File: config.mk
export PLATFORM = sky130hd
export DESIGN_NAME = upes_event_status
export DESIGN_NICKNAME = d
export VERILOG_FILES = /design/src/upes_pkg.sv /design/src/upes_event_status.sv
export SDC_FILE = /design/constraint.sdc
export NUM_CORES = 1
export LEC_CHECK = 0
export BUFFER_PORTS_ARGS = -buffer_cell sky130_fd_sc_hd__buf_4
export CAP_MARGIN = 10
export CORE_MARGIN = 1.5
export CORE_UTILIZATION = 58
export CTS_CLUSTER_DIAMETER = 100
export DETAILED_ROUTE_END_ITERATION = 7
export PLACE_DENSITY = 0.77
export REMOVE_ABC_BUFFERS = 1
export SETUP_SLACK_MARGIN = 0.2
export SLEW_MARGIN = 25
export SYNTH_ARGS = -nofsm -noshare
export SYNTH_HDL_FRONTEND = slang
export SYNTH_SLANG_ARGS = --single-unit
export TNS_END_PERCENT = 10
File: constraint.sdc
create_clock -name clk_sys -period 2.7 [get_ports clk_sys]
set_clock_uncertainty 0.05 [all_clocks]
set_input_delay 0.54 -clock clk_sys [delete_from_list [all_inputs] [get_ports clk_sys]]
set_output_delay 0.54 -clock clk_sys [all_outputs]
set_load 0.01 [all_outputs]
File: src/upes_pkg.sv
// Register map, field layout and reset values of the PHY event status block.
//
// Behaviour
// - Host port unplug flags in bits 9:8: bit 8 rising, bit 9 falling edge.
// - Dual-role unplug flags in bits 7:6: bit 6 rising, bit 7 falling edge.
// - Dual-role ID flags in bits 5:4: bit 4 rising, bit 5 falling edge.
// - Dual-role B-session flags in bits 3:2: bit 2 rising, bit 3 falling.
// - Bit 1 sets on host line state change and holds until cleared.
// - Bit 0 sets on dual-role line state change and holds until cleared.
// - Clear bits 9:8: 01 clears host rising flag, 10 clears falling flag.
// - Clear bits 7:6: 01 clears dual-role unplug rising, 10 falling flag.
// - Clear bits 5:4: 01 clears ID rising flag, 10 clears falling flag.
// - Clear bits 3:2: 01 clears B-session rising, 10 clears falling flag.
// - Writing one to clear bit 1 or 0 clears that line flag; zero keeps.
// - Live status bit 10 shows dual-role avalid, reset zero.
// - Live status bit 9 shows dual-role bvalid, reset zero.
// - Each flag is captured only while its matching enable bit is set.
// - Each signal is filtered by programmable cycle count before edge detect.
`default_nettype none

package upes_pkg;

    // ----------------------------------------------------------------
    // Register offsets
    // ----------------------------------------------------------------
    localparam logic [11:0] UPES_ENABLE_OFS = 12'h110;
    localparam logic [11:0] UPES_FLAGS_OFS  = 12'h114;
    localparam logic [11:0] UPES_CLEAR_OFS  = 12'h118;
    localparam logic [11:0] UPES_MASK_OFS   = 12'h11c;
    localparam logic [11:0] UPES_LIVE_OFS   = 12'h120;
    localparam logic [11:0] UPES_LFILT_OFS  = 12'h130;
    localparam logic [11:0] UPES_DFILT_OFS  = 12'h134;
    localparam logic [11:0] UPES_BFILT_OFS  = 12'h138;
    localparam logic [11:0] UPES_IFILT_OFS  = 12'h13c;

    // ----------------------------------------------------------------
    // Field layout and reset values
    // ----------------------------------------------------------------
    localparam int UPES_NFLAG      = 10;
    localparam int UPES_EN_WE_POS  = 16;
    localparam int UPES_NLIVE      = 26;
    localparam int UPES_NCHAN      = 6;
    localparam int UPES_F20_W      = 20;
    localparam int UPES_F28_W      = 28;
    localparam logic [9:0]  UPES_ENABLE_RST = 10'h000;
    localparam logic [9:0]  UPES_MASK_RST   = 10'h000;
    localparam logic [19:0] UPES_FILT20_RST = 20'h30100;
    localparam logic [27:0] UPES_FILT28_RST = 28'h0030100;

    // Filter channel numbers.
    localparam int UPES_CH_OLINE = 0;
    localparam int UPES_CH_HLINE = 1;
    localparam int UPES_CH_BSES  = 2;
    localparam int UPES_CH_ID    = 3;
    localparam int UPES_CH_ODISC = 4;
    localparam int UPES_CH_HDISC = 5;

endpackage

`default_nettype wire

File: src/upes_event_status.sv
// PHY event status block: signal filters, edge flags and APB registers.
`timescale 1ns/1ps
`default_nettype none

module upes_event_status
    import upes_pkg::*;
#(
    parameter logic [19:0] LINE_FILT_RST = UPES_FILT20_RST,
    parameter logic [19:0] DISC_FILT_RST = UPES_FILT20_RST,
    parameter logic [19:0] BSES_FILT_RST = UPES_FILT20_RST,
    parameter logic [27:0] ID_FILT_RST   = UPES_FILT28_RST
) (
    // Clock and reset
    input  wire logic        clk_sys,
    input  wire logic        nrst,
    // APB slave
    input  wire logic        psel,
    input  wire logic        penable,
    input  wire logic        pwrite,
    input  wire logic [11:0] paddr,
    input  wire logic [31:0] pwdata,
    input  wire logic [3:0]  pstrb,
    output logic      [31:0] prdata,
    output logic             pready,
    output logic             pslverr,
    // Interrupt
    output logic             irq,
    // Charger detection results
    input  wire logic        charger_contact_found,
    input  wire logic        charging_port_found,
    input  wire logic        dedicated_port_found,
    // Host port PHY outputs
    input  wire logic        host_ls_fs_rcv,
    input  wire logic        host_avalid,
    input  wire logic        host_bvalid,
    input  wire logic        host_disconnect,
    input  wire logic        host_iddig,
    input  wire logic [1:0]  host_linestate,
    input  wire logic        host_sessend,
    input  wire logic        host_vbusvalid,
    input  wire logic        host_vmi,
    input  wire logic        host_vpi,
    // Dual-role port PHY outputs
    input  wire logic        dual_ls_fs_rcv,
    input  wire logic        dual_avalid,
    input  wire logic        dual_bvalid,
    input  wire logic        dual_fs_xver_own,
    input  wire logic        dual_disconnect,
    input  wire logic        dual_iddig,
    input  wire logic [1:0]  dual_linestate,
    input  wire logic        dual_sessend,
    input  wire logic        dual_vbusvalid,
    input  wire logic        dual_vmi,
    input  wire logic        dual_vpi
);

    // ----------------------------------------------------------------
    // Input synchroniser
    // ----------------------------------------------------------------
    logic [UPES_NLIVE-1:0] live_raw;
    logic [UPES_NLIVE-1:0] live_meta;
    logic [UPES_NLIVE-1:0] live_sync;

    // Bit positions of this vector are the live status register layout.
    assign live_raw = {charger_contact_found, charging_port_found,
                       dedicated_port_found, host_ls_fs_rcv,
                       host_avalid, host_bvalid, host_disconnect,
                       host_iddig, host_linestate, host_sessend,
                       host_vbusvalid, host_vmi, host_vpi,
                       dual_ls_fs_rcv, dual_avalid, dual_bvalid,
                       dual_fs_xver_own, dual_disconnect, dual_iddig,
                       dual_linestate, dual_sessend, dual_vbusvalid,
                       dual_vmi, dual_vpi};

    always_ff @(posedge clk_sys) begin
        if (!nrst) begin
            live_meta <= '0;
            live_sync <= '0;
        end else begin
            live_meta <= live_raw;
            live_sync <= live_meta;
        end
    end

    // ----------------------------------------------------------------
    // Software registers
    // ----------------------------------------------------------------
    logic [UPES_NFLAG-1:0] enable;
    logic [UPES_NFLAG-1:0] mask;
    logic [UPES_NFLAG-1:0] flags;
    logic [19:0]           line_filt;
    logic [19:0]           disc_filt;
    logic [19:0]           bses_filt;
    logic [27:0]           id_filt;
    logic [UPES_NFLAG-1:0] next_enable;
    logic [UPES_NFLAG-1:0] next_mask;
    logic [UPES_NFLAG-1:0] next_flags;
    logic [19:0]           next_line_filt;
    logic [19:0]           next_disc_filt;
    logic [19:0]           next_bses_filt;
    logic [27:0]           next_id_filt;
    logic [UPES_NFLAG-1:0] set_ev;
    logic [UPES_NFLAG-1:0] clr_ev;
    logic [UPES_NFLAG-1:0] en_we;
    logic [31:0]           wmask;
    logic [31:0]           wdata;
    logic                  wr_acc;
    logic                  rd_setup;
    logic                  hit;
    logic [31:0]           rd_val;
    logic [31:0]           next_prdata;

    // ----------------------------------------------------------------
    // Signal filters
    // ----------------------------------------------------------------
    // A channel's filtered value follows its synchronised input only
    // after the input has differed for more than the programmed count,
    // so glitches shorter than that never reach the edge detectors.
    logic [1:0]  ch_in   [UPES_NCHAN];
    logic [27:0] ch_lim  [UPES_NCHAN];
    logic [1:0]  ch_filt [UPES_NCHAN];
    logic [1:0]  ch_prev [UPES_NCHAN];
    logic [27:0] ch_cnt  [UPES_NCHAN];

    assign ch_in[UPES_CH_OLINE]  = live_sync[5:4];
    assign ch_in[UPES_CH_HLINE]  = live_sync[17:16];
    assign ch_in[UPES_CH_BSES]   = {1'b0, live_sync[9]};
    assign ch_in[UPES_CH_ID]     = {1'b0, live_sync[6]};
    assign ch_in[UPES_CH_ODISC]  = {1'b0, live_sync[7]};
    assign ch_in[UPES_CH_HDISC]  = {1'b0, live_sync[19]};
    assign ch_lim[UPES_CH_OLINE] = {8'h00, line_filt};
    assign ch_lim[UPES_CH_HLINE] = {8'h00, line_filt};
    assign ch_lim[UPES_CH_BSES]  = {8'h00, bses_filt};
    assign ch_lim[UPES_CH_ID]    = id_filt;
    assign ch_lim[UPES_CH_ODISC] = {8'h00, disc_filt};
    assign ch_lim[UPES_CH_HDISC] = {8'h00, disc_filt};

    for (genvar c = 0; c < UPES_NCHAN; c++) begin : g_filt
        logic [1:0]  next_filt;
        logic [27:0] next_cnt;

        always_comb begin
            next_filt = ch_filt[c];
            next_cnt  = '0;
            if (ch_in[c] != ch_filt[c]) begin
                if (ch_cnt[c] >= ch_lim[c]) begin
                    next_filt = ch_in[c];
                end else begin
                    next_cnt = ch_cnt[c] + 28'h0000001;
                end
            end
        end

        always_ff @(posedge clk_sys) begin
            if (!nrst) begin
                ch_filt[c] <= 2'h0;
                ch_prev[c] <= 2'h0;
                ch_cnt[c]  <= 28'h0000000;
            end else begin
                ch_filt[c] <= next_filt;
                ch_prev[c] <= ch_filt[c];
                ch_cnt[c]  <= next_cnt;
            end
        end
    end

    // ----------------------------------------------------------------
    // Event detection
    // ----------------------------------------------------------------
    always_comb begin
        set_ev[9] = ch_prev[UPES_CH_HDISC][0] & ~ch_filt[UPES_CH_HDISC][0];
        set_ev[8] = ~ch_prev[UPES_CH_HDISC][0] & ch_filt[UPES_CH_HDISC][0];
        set_ev[7] = ch_prev[UPES_CH_ODISC][0] & ~ch_filt[UPES_CH_ODISC][0];
        set_ev[6] = ~ch_prev[UPES_CH_ODISC][0] & ch_filt[UPES_CH_ODISC][0];
        set_ev[5] = ch_prev[UPES_CH_ID][0] & ~ch_filt[UPES_CH_ID][0];
        set_ev[4] = ~ch_prev[UPES_CH_ID][0] & ch_filt[UPES_CH_ID][0];
        set_ev[3] = ch_prev[UPES_CH_BSES][0] & ~ch_filt[UPES_CH_BSES][0];
        set_ev[2] = ~ch_prev[UPES_CH_BSES][0] & ch_filt[UPES_CH_BSES][0];
        set_ev[1] = ch_prev[UPES_CH_HLINE] != ch_filt[UPES_CH_HLINE];
        set_ev[0] = ch_prev[UPES_CH_OLINE] != ch_filt[UPES_CH_OLINE];
        set_ev    = set_ev & enable;
    end

    // ----------------------------------------------------------------
    // APB decode
    // ----------------------------------------------------------------
    always_comb begin
        wmask = {{8{pstrb[3]}}, {8{pstrb[2]}}, {8{pstrb[1]}}, {8{pstrb[0]}}};
        wdata = pwdata & wmask;
        case (paddr)
            UPES_ENABLE_OFS,
            UPES_FLAGS_OFS,
            UPES_CLEAR_OFS,
            UPES_MASK_OFS,
            UPES_LIVE_OFS,
            UPES_LFILT_OFS,
            UPES_DFILT_OFS,
            UPES_BFILT_OFS,
            UPES_IFILT_OFS: hit = 1'b1;
            default:        hit = 1'b0;
        endcase
    end

    assign wr_acc   = psel & penable & pwrite;
    assign rd_setup = psel & ~penable & ~pwrite;
    assign pready   = 1'b1;
    assign pslverr  = psel & penable & ~hit;
    assign irq      = |(flags & mask);

    // ----------------------------------------------------------------
    // Register update
    // ----------------------------------------------------------------
    always_comb begin
        next_enable    = enable;
        next_mask      = mask;
        next_line_filt = line_filt;
        next_disc_filt = disc_filt;
        next_bses_filt = bses_filt;
        next_id_filt   = id_filt;
        clr_ev         = '0;
        en_we          = wdata[UPES_EN_WE_POS +: UPES_NFLAG];
        if (wr_acc) begin
            case (paddr)
                UPES_ENABLE_OFS: begin
                    // Upper half selects which low bits this write may change.
                    next_enable = (enable & ~en_we) | (pwdata[9:0] & en_we);
                end
                UPES_CLEAR_OFS: begin
                    clr_ev = wdata[9:0];
                end
                UPES_MASK_OFS: begin
                    next_mask = (mask & ~wmask[9:0]) | wdata[9:0];
                end
                UPES_LFILT_OFS: begin
                    next_line_filt = (line_filt & ~wmask[19:0]) | wdata[19:0];
                end
                UPES_DFILT_OFS: begin
                    next_disc_filt = (disc_filt & ~wmask[19:0]) | wdata[19:0];
                end
                UPES_BFILT_OFS: begin
                    next_bses_filt = (bses_filt & ~wmask[19:0]) | wdata[19:0];
                end
                UPES_IFILT_OFS: begin
                    next_id_filt = (id_filt & ~wmask[27:0]) | wdata[27:0];
                end
                default: begin
                    next_enable = enable;
                end
            endcase
        end
        // A new event in the same cycle as its clear keeps the flag set.
        next_flags = (flags & ~clr_ev) | set_ev;
    end

    always_ff @(posedge clk_sys) begin
        if (!nrst) begin
            enable    <= UPES_ENABLE_RST;
            mask      <= UPES_MASK_RST;
            flags     <= '0;
            line_filt <= LINE_FILT_RST;
            disc_filt <= DISC_FILT_RST;
            bses_filt <= BSES_FILT_RST;
            id_filt   <= ID_FILT_RST;
        end else begin
            enable    <= next_enable;
            mask      <= next_mask;
            flags     <= next_flags;
            line_filt <= next_line_filt;
            disc_filt <= next_disc_filt;
            bses_filt <= next_bses_filt;
            id_filt   <= next_id_filt;
        end
    end

    // ----------------------------------------------------------------
    // Read data
    // ----------------------------------------------------------------
    // Read data is captured in the setup cycle so that the access phase
    // can finish with no wait state and still present a flip-flop output.
    always_comb begin
        case (paddr)
            UPES_ENABLE_OFS: rd_val = {22'h000000, enable};
            UPES_FLAGS_OFS:  rd_val = {22'h000000, flags};
            UPES_MASK_OFS:   rd_val = {22'h000000, mask};
            UPES_LIVE_OFS:   rd_val = {6'h00, live_sync};
            UPES_LFILT_OFS:  rd_val = {12'h000, line_filt};
            UPES_DFILT_OFS:  rd_val = {12'h000, disc_filt};
            UPES_BFILT_OFS:  rd_val = {12'h000, bses_filt};
            UPES_IFILT_OFS:  rd_val = {4'h0, id_filt};
            default:         rd_val = 32'h00000000;
        endcase
        next_prdata = rd_setup ? rd_val : prdata;
    end

    always_ff @(posedge clk_sys) begin
        if (!nrst) begin
            prdata <= 32'h00000000;
        end else begin
            prdata <= next_prdata;
        end
    end

endmodule

`default_nettype wire

Word level (Yosys, flattened, before mapping)
Memory sizes are Yosys's and may differ from the RTL's.
Cells that the tools add are included.
{"block": "op_classes", "addsub": 6, "n_lt_le_gt_ge": 6, "eq_ne": 17, "mux": 48, "n_bitwise": 65, "reduce_logical": 8}
{"cell": "28-bit two-way mux", "count": 18}
{"cell": "28-bit one-hot mux with 8 select lines", "count": 1}
{"cell": "28-bit by 1-bit adder with 28-bit output, second input constant", "count": 6}
{"cell": "28-bit by 20-bit greater-or-equal comparator with 1-bit output", "count": 5}
{"cell": "12-bit by 9-bit equality test with 1-bit output, second input constant", "count": 9}
{"cell": "10-bit AND", "count": 6}
{"cell": "20-bit AND", "count": 3}
{"cell": "20-bit OR", "count": 3}
{"cell": "28-bit AND", "count": 2}
{"cell": "2-bit two-way mux", "count": 24}
{"cell": "10-bit inverter", "count": 3}
{"cell": "10-bit OR", "count": 3}
{"cell": "28-bit greater-or-equal comparator", "count": 1}
{"cell": "28-bit inverter", "count": 1}
{"cell": "28-bit OR", "count": 1}
{"cell": "10-bit two-way mux", "count": 2}
{"cell": "20-bit inverter", "count": 1}
{"cell": "1-bit OR", "count": 18}
{"cell": "1-bit AND", "count": 13}
{"cell": "2-bit AND reduction", "count": 6}
{"cell": "1-bit inverter", "count": 11}
{"cell": "10-bit OR reduction", "count": 1}
{"cell": "9-bit OR reduction", "count": 1}
{"cell": "1-bit by 2-bit != test with 1-bit output", "count": 4}
{"cell": "other kinds (2)", "count": 7}
{"block": "totals", "reg_bits": 202, "mem_bits_rw": 192, "in_bits": 79, "elab_cells": 163, "n_memories": 3}
{"memory": "ch_cnt", "words": 6, "width": 28, "read_ports": 6, "rd_ports_with_merged_regs": 0, "wr": 6, "line_no": "upes_event_status.sv:123", "source": "logic [27:0] ch_cnt [UPES_NCHAN];"}
{"memory": "ch_filt", "words": 6, "width": 2, "read_ports": 6, "rd_ports_with_merged_regs": 0, "wr": 6, "line_no": "upes_event_status.sv:121", "source": "logic [1:0] ch_filt [UPES_NCHAN];"}
{"memory": "ch_prev", "words": 6, "width": 2, "read_ports": 6, "rd_ports_with_merged_regs": 0, "wr": 6, "line_no": "upes_event_status.sv:122", "source": "logic [1:0] ch_prev [UPES_NCHAN];"}

Logic depth before layout (Yosys ltp)
{"block": "depth", "word_depth": 6, "ltp_mapped": 10}

Least setup slack after synthesis
OpenSTA, ideal clock, no wires.
{"block": "synth_path", "path_kind": "input to output", "startpoint": "in paddr[3]", "endpoint": "out pslverr", "t_arrival_ps": 1680, "required_time_ps": 2110, "setup_slack_ps": 430, "stages": 5, "n_path_buf": 1, "cell_sequence": "clkbuf_2 > nor4_2 > nand4_1 > nor2_1 > a311oi_1"}
{"block": "synth_between", "elab_chain_len": 5, "elab_cells_between_ends": 13, "classes_between": "9 x eq/ne; 1 x mux; 2 x bitwise; 1 x reduce/logical"}
{"item": "start: declaration", "line_no": "upes_event_status.sv:20", "source": "input wire logic [11:0] paddr,"}
{"item": "12-bit by 9-bit equality test with 1-bit output", "line_no": "upes_event_status.sv:190", "source": "case (paddr)"}
{"item": "9-bit OR reduction *", "line_no": "upes_event_status.sv:190"}
{"item": "1-bit two-way mux *", "line_no": "upes_event_status.sv:190"}
{"item": "1-bit inverter *", "line_no": "upes_event_status.sv:207", "source": "assign pslverr = psel & penable & ~hit;"}
{"item": "1-bit AND *", "line_no": "upes_event_status.sv:207"}
{"item": "end: declaration", "line_no": "upes_event_status.sv:25", "source": "output logic pslverr,"}
Every way passes the cells marked *; elsewhere a longest branch is shown, timed or not.

Worst setup path in the final report
{"block": "layout_path", "startpoint": "in paddr[7]", "endpoint": "out pslverr"}
Same word-level chain as after synthesis.

==> summary.md <==
| Metric | Value |
|---|---|
| Clock-pin slew on the worst setup and hold paths | `0.06 ns` |
| Leak | `8.331 nW` |
| Num rows | `64` |
| Port Buffer Count | `104` |
| Sequential fraction of the synthesis area | `42.03%` |
| Post-synthesis cell count | `1986` |
| Final ANT Viol Nets | `0` |
| Slowest-stage cell, CP | `nor4b_4` |
| Most common cell after layout, fill and taps aside | `dfxtp_1` |
| CTS buffer count | `41` |
| Final Cycle Share | `92.12%` |
| CP required | `2.11 ns` |
| Chip height | `180.1 microns` |
| Max-cap violations | `0` |
| RSZ-0062 raised after global routing | `true` |
| Period minus WS final | `2.487 ns` |
| Nature of the critical path endpoint | `output pin` |
| Clock Sinks | `382` |
| Outcome | `finished clean` |
| Pin count of the biggest net entering global routing | `58` |
| CP peak stage delay | `0.41 ns` |
| Synth area leaders | `dfxtp_1 42%, ha_1 9.2%, mux2i_1 5.9%` |
| Vias in the first global route | `14090` |
| CP Max Fanout | `7` |
| Pre-CTS setup slack | `0.06488 ns` |
| Synth Flop Type | `dfxtp_1` |
| DR vias | `14810` |
| Post-layout util | `68.86%` |
| Achievable frequency | `402.1 MHz` |
| Critical path cell sequence | `buf_4 > nor4b_4 > and2_1 > a311oi_1 > buf_4` |
| Chip width | `180.1 microns` |
| Setup CP Type | `in -> out` |
| CTS tree | `done` |
| Most used cell, CP | `buf_4` |
| First-pass GRT wire length | `75380 microns` |
| Fraction of registers with async set/reset | `0%` |
| Area leader, netlist | `dfxtp_1` |
| Final std cells w/o fill | `2573` |
| Yosys cell types | `72` |
| Setup Viol. Count Final | `0` |
| Setup WS post-layout | `0.2128 ns` |
| DRC viols | `0` |
| Initial antenna violation count | `0` |
| Starting DRT DRC Count | `1026` |
| Crit path max-delay family | `simple AND/OR/NAND/NOR gates` |
| Max-slew violations | `0` |
| Final hold violation count | `0` |
| Total wire length | `48240 microns` |
| RePlAce Congestion | `1.016` |
| Critical Path Start Type | `input port` |
| Synth Register Bits | `382` |
| Layout cell share with drive strength beyond 1 | `12.31%` |
| GR Util All Layers | `29.21%` |
| Core area | `30750 sq um` |
| Vias per cell | `5.755` |
| Clock latency at the later pin of the worst-skew pair | `0.52 ns` |
| Longest Clk Path Bufs | `3` |
| N_diodes | `0` |
| Post-CTS Hold Fix Bufs | `0` |
| Power per cell area | `565.5 nW/um^2` |
| Worst hold path class | `in -> reg` |
| WP data arrival | `1.90 ns` |
| Syn avg cell area | `9.161 sq um` |
| Commonest cells after routing, fill and taps aside | `381 x dfxtp_1, 196 x nor2_1, 157 x nand2_1` |
| Slew HR | `48.41%` |
| Num ports | `114` |
| DP HPWL | `36910 microns` |
| H-Tree Depth | `2` |
| Die Area | `32440 sq um` |
| Final nets | `2362` |
| Final setup TNS | `0 ns` |
| Post-synth top area share | `42.03%` |
| WL/cell | `18.75 microns` |
| Dpl cells | `2499` |
| Syn. warnings | `0` |
| Worst Max-Slew Pin Slew | `0.7668 ns` |
| DRT Pass-1 Iters | `8` |
| CTS root buffer | `clkbuf_16` |
| Initial Utilization | `59.17%` |
| IR drop worst, VDD | `0.5532 mV` |
| Number of synthesized flops with an enable pin | `0` |
| Grt total ovfl | `0` |
| Synthesized cell area | `18190 sq um` |
| WHS | `0.1695 ns` |
| Area delta synth->final | `16.39%` |
| Crit path buffers/inverters | `2` |
[cells in the mapped netlist, types with 10 or more instances]
master	number
a21boi_0	16
a21oi_1	57
a221oi_1	15
a22o_1	10
a22oi_1	25
and2_1	67
and3_1	35
and4_1	15
buf_2	18
clkbuf_1	43
dfxtp_1	382
ha_1	134
inv_1	117
mux2_2	10
mux2i_1	107
nand2_1	157
nand3_1	67
nand4_1	39
nor2_1	196
nor2b_1	91
nor3_1	34
nor4_1	19
o211ai_1	17
o21ai_0	57
xnor2_1	52
xor2_1	81
[stage by stage]
step	cell area, sq um	total power (W)
6_report	21180	0.01197
5_1_grt	21180	0.01230
4_1_cts	21100	0.01204
3_5_place_dp	19680	0.006237
3_3_place_gp	19680	0.006231
2_1_floorplan	18000	0.005971
[cell type report]
type	count	area (sq um)
clock buffers	56	1172
fillers	2442	9574
inverters	117	439.2
clock inverters	15	237.7
multi-input cells	1452	9973
flip-flops and latches	382	7649
repair buffers	155	1209
well taps	396	495.5
[metal layers]
metal	GRT usage [%]	share of wire, %
met1	37.55	42
met2	49.76	48
met3	3.860	6.2
met4	11.73	3.8
met5	0	0
[cell families (layout without fill, tap and decap cells)]
logic type	Yosys count	in the layout	share of synthesized area [%]
adders and majority gates	134	134	9.215
DFF	382	382	42.03
and+or+nand+nor	769	769	22.19
buffers and inverters	190	343	4.243
AOI/OAI and AO/OA	259	259	9.374
muxes	117	117	6.506
xor gates and xnor gates	133	133	6.403
other	2	40	0.04128
[final timing paths]
| kind | from | endpoint | slack [ns] | cells past startpoint |
|---|---|---|---|---|
| setup / recovery | paddr[7] | pslverr | 0.21 | 5 |
| hold / removal | dedicated_port_found | live_meta[23] | 0.17 | 2 |
| setup reg to reg | register | ch_cnt[0][2] | 0.22 | 9 |
| hold reg to reg | live_meta[2] | live_sync[2] | 0.38 | 1 |
[power breakdown]
part | internal, W | switching, W | leakage, nW
combinational | 0.000164 | 0.000226 | 4.54
sequential | 0.00571 | 0.0000278 | 3.10
clock | 0.00361 | 0.00224 | 0.690
total | 0.00948 | 0.00250 | 8.33
[repair_timing]
action / 4_1_cts / 5_1_grt
pin swaps: 0 / 6
gates resized for setup: 1 / 15
setup endpoints to repair: 92 / 96
hold endpoints to repair: 0 / 0
buffers inserted: 0 / 3
Power figures use the tool's default switching activity.
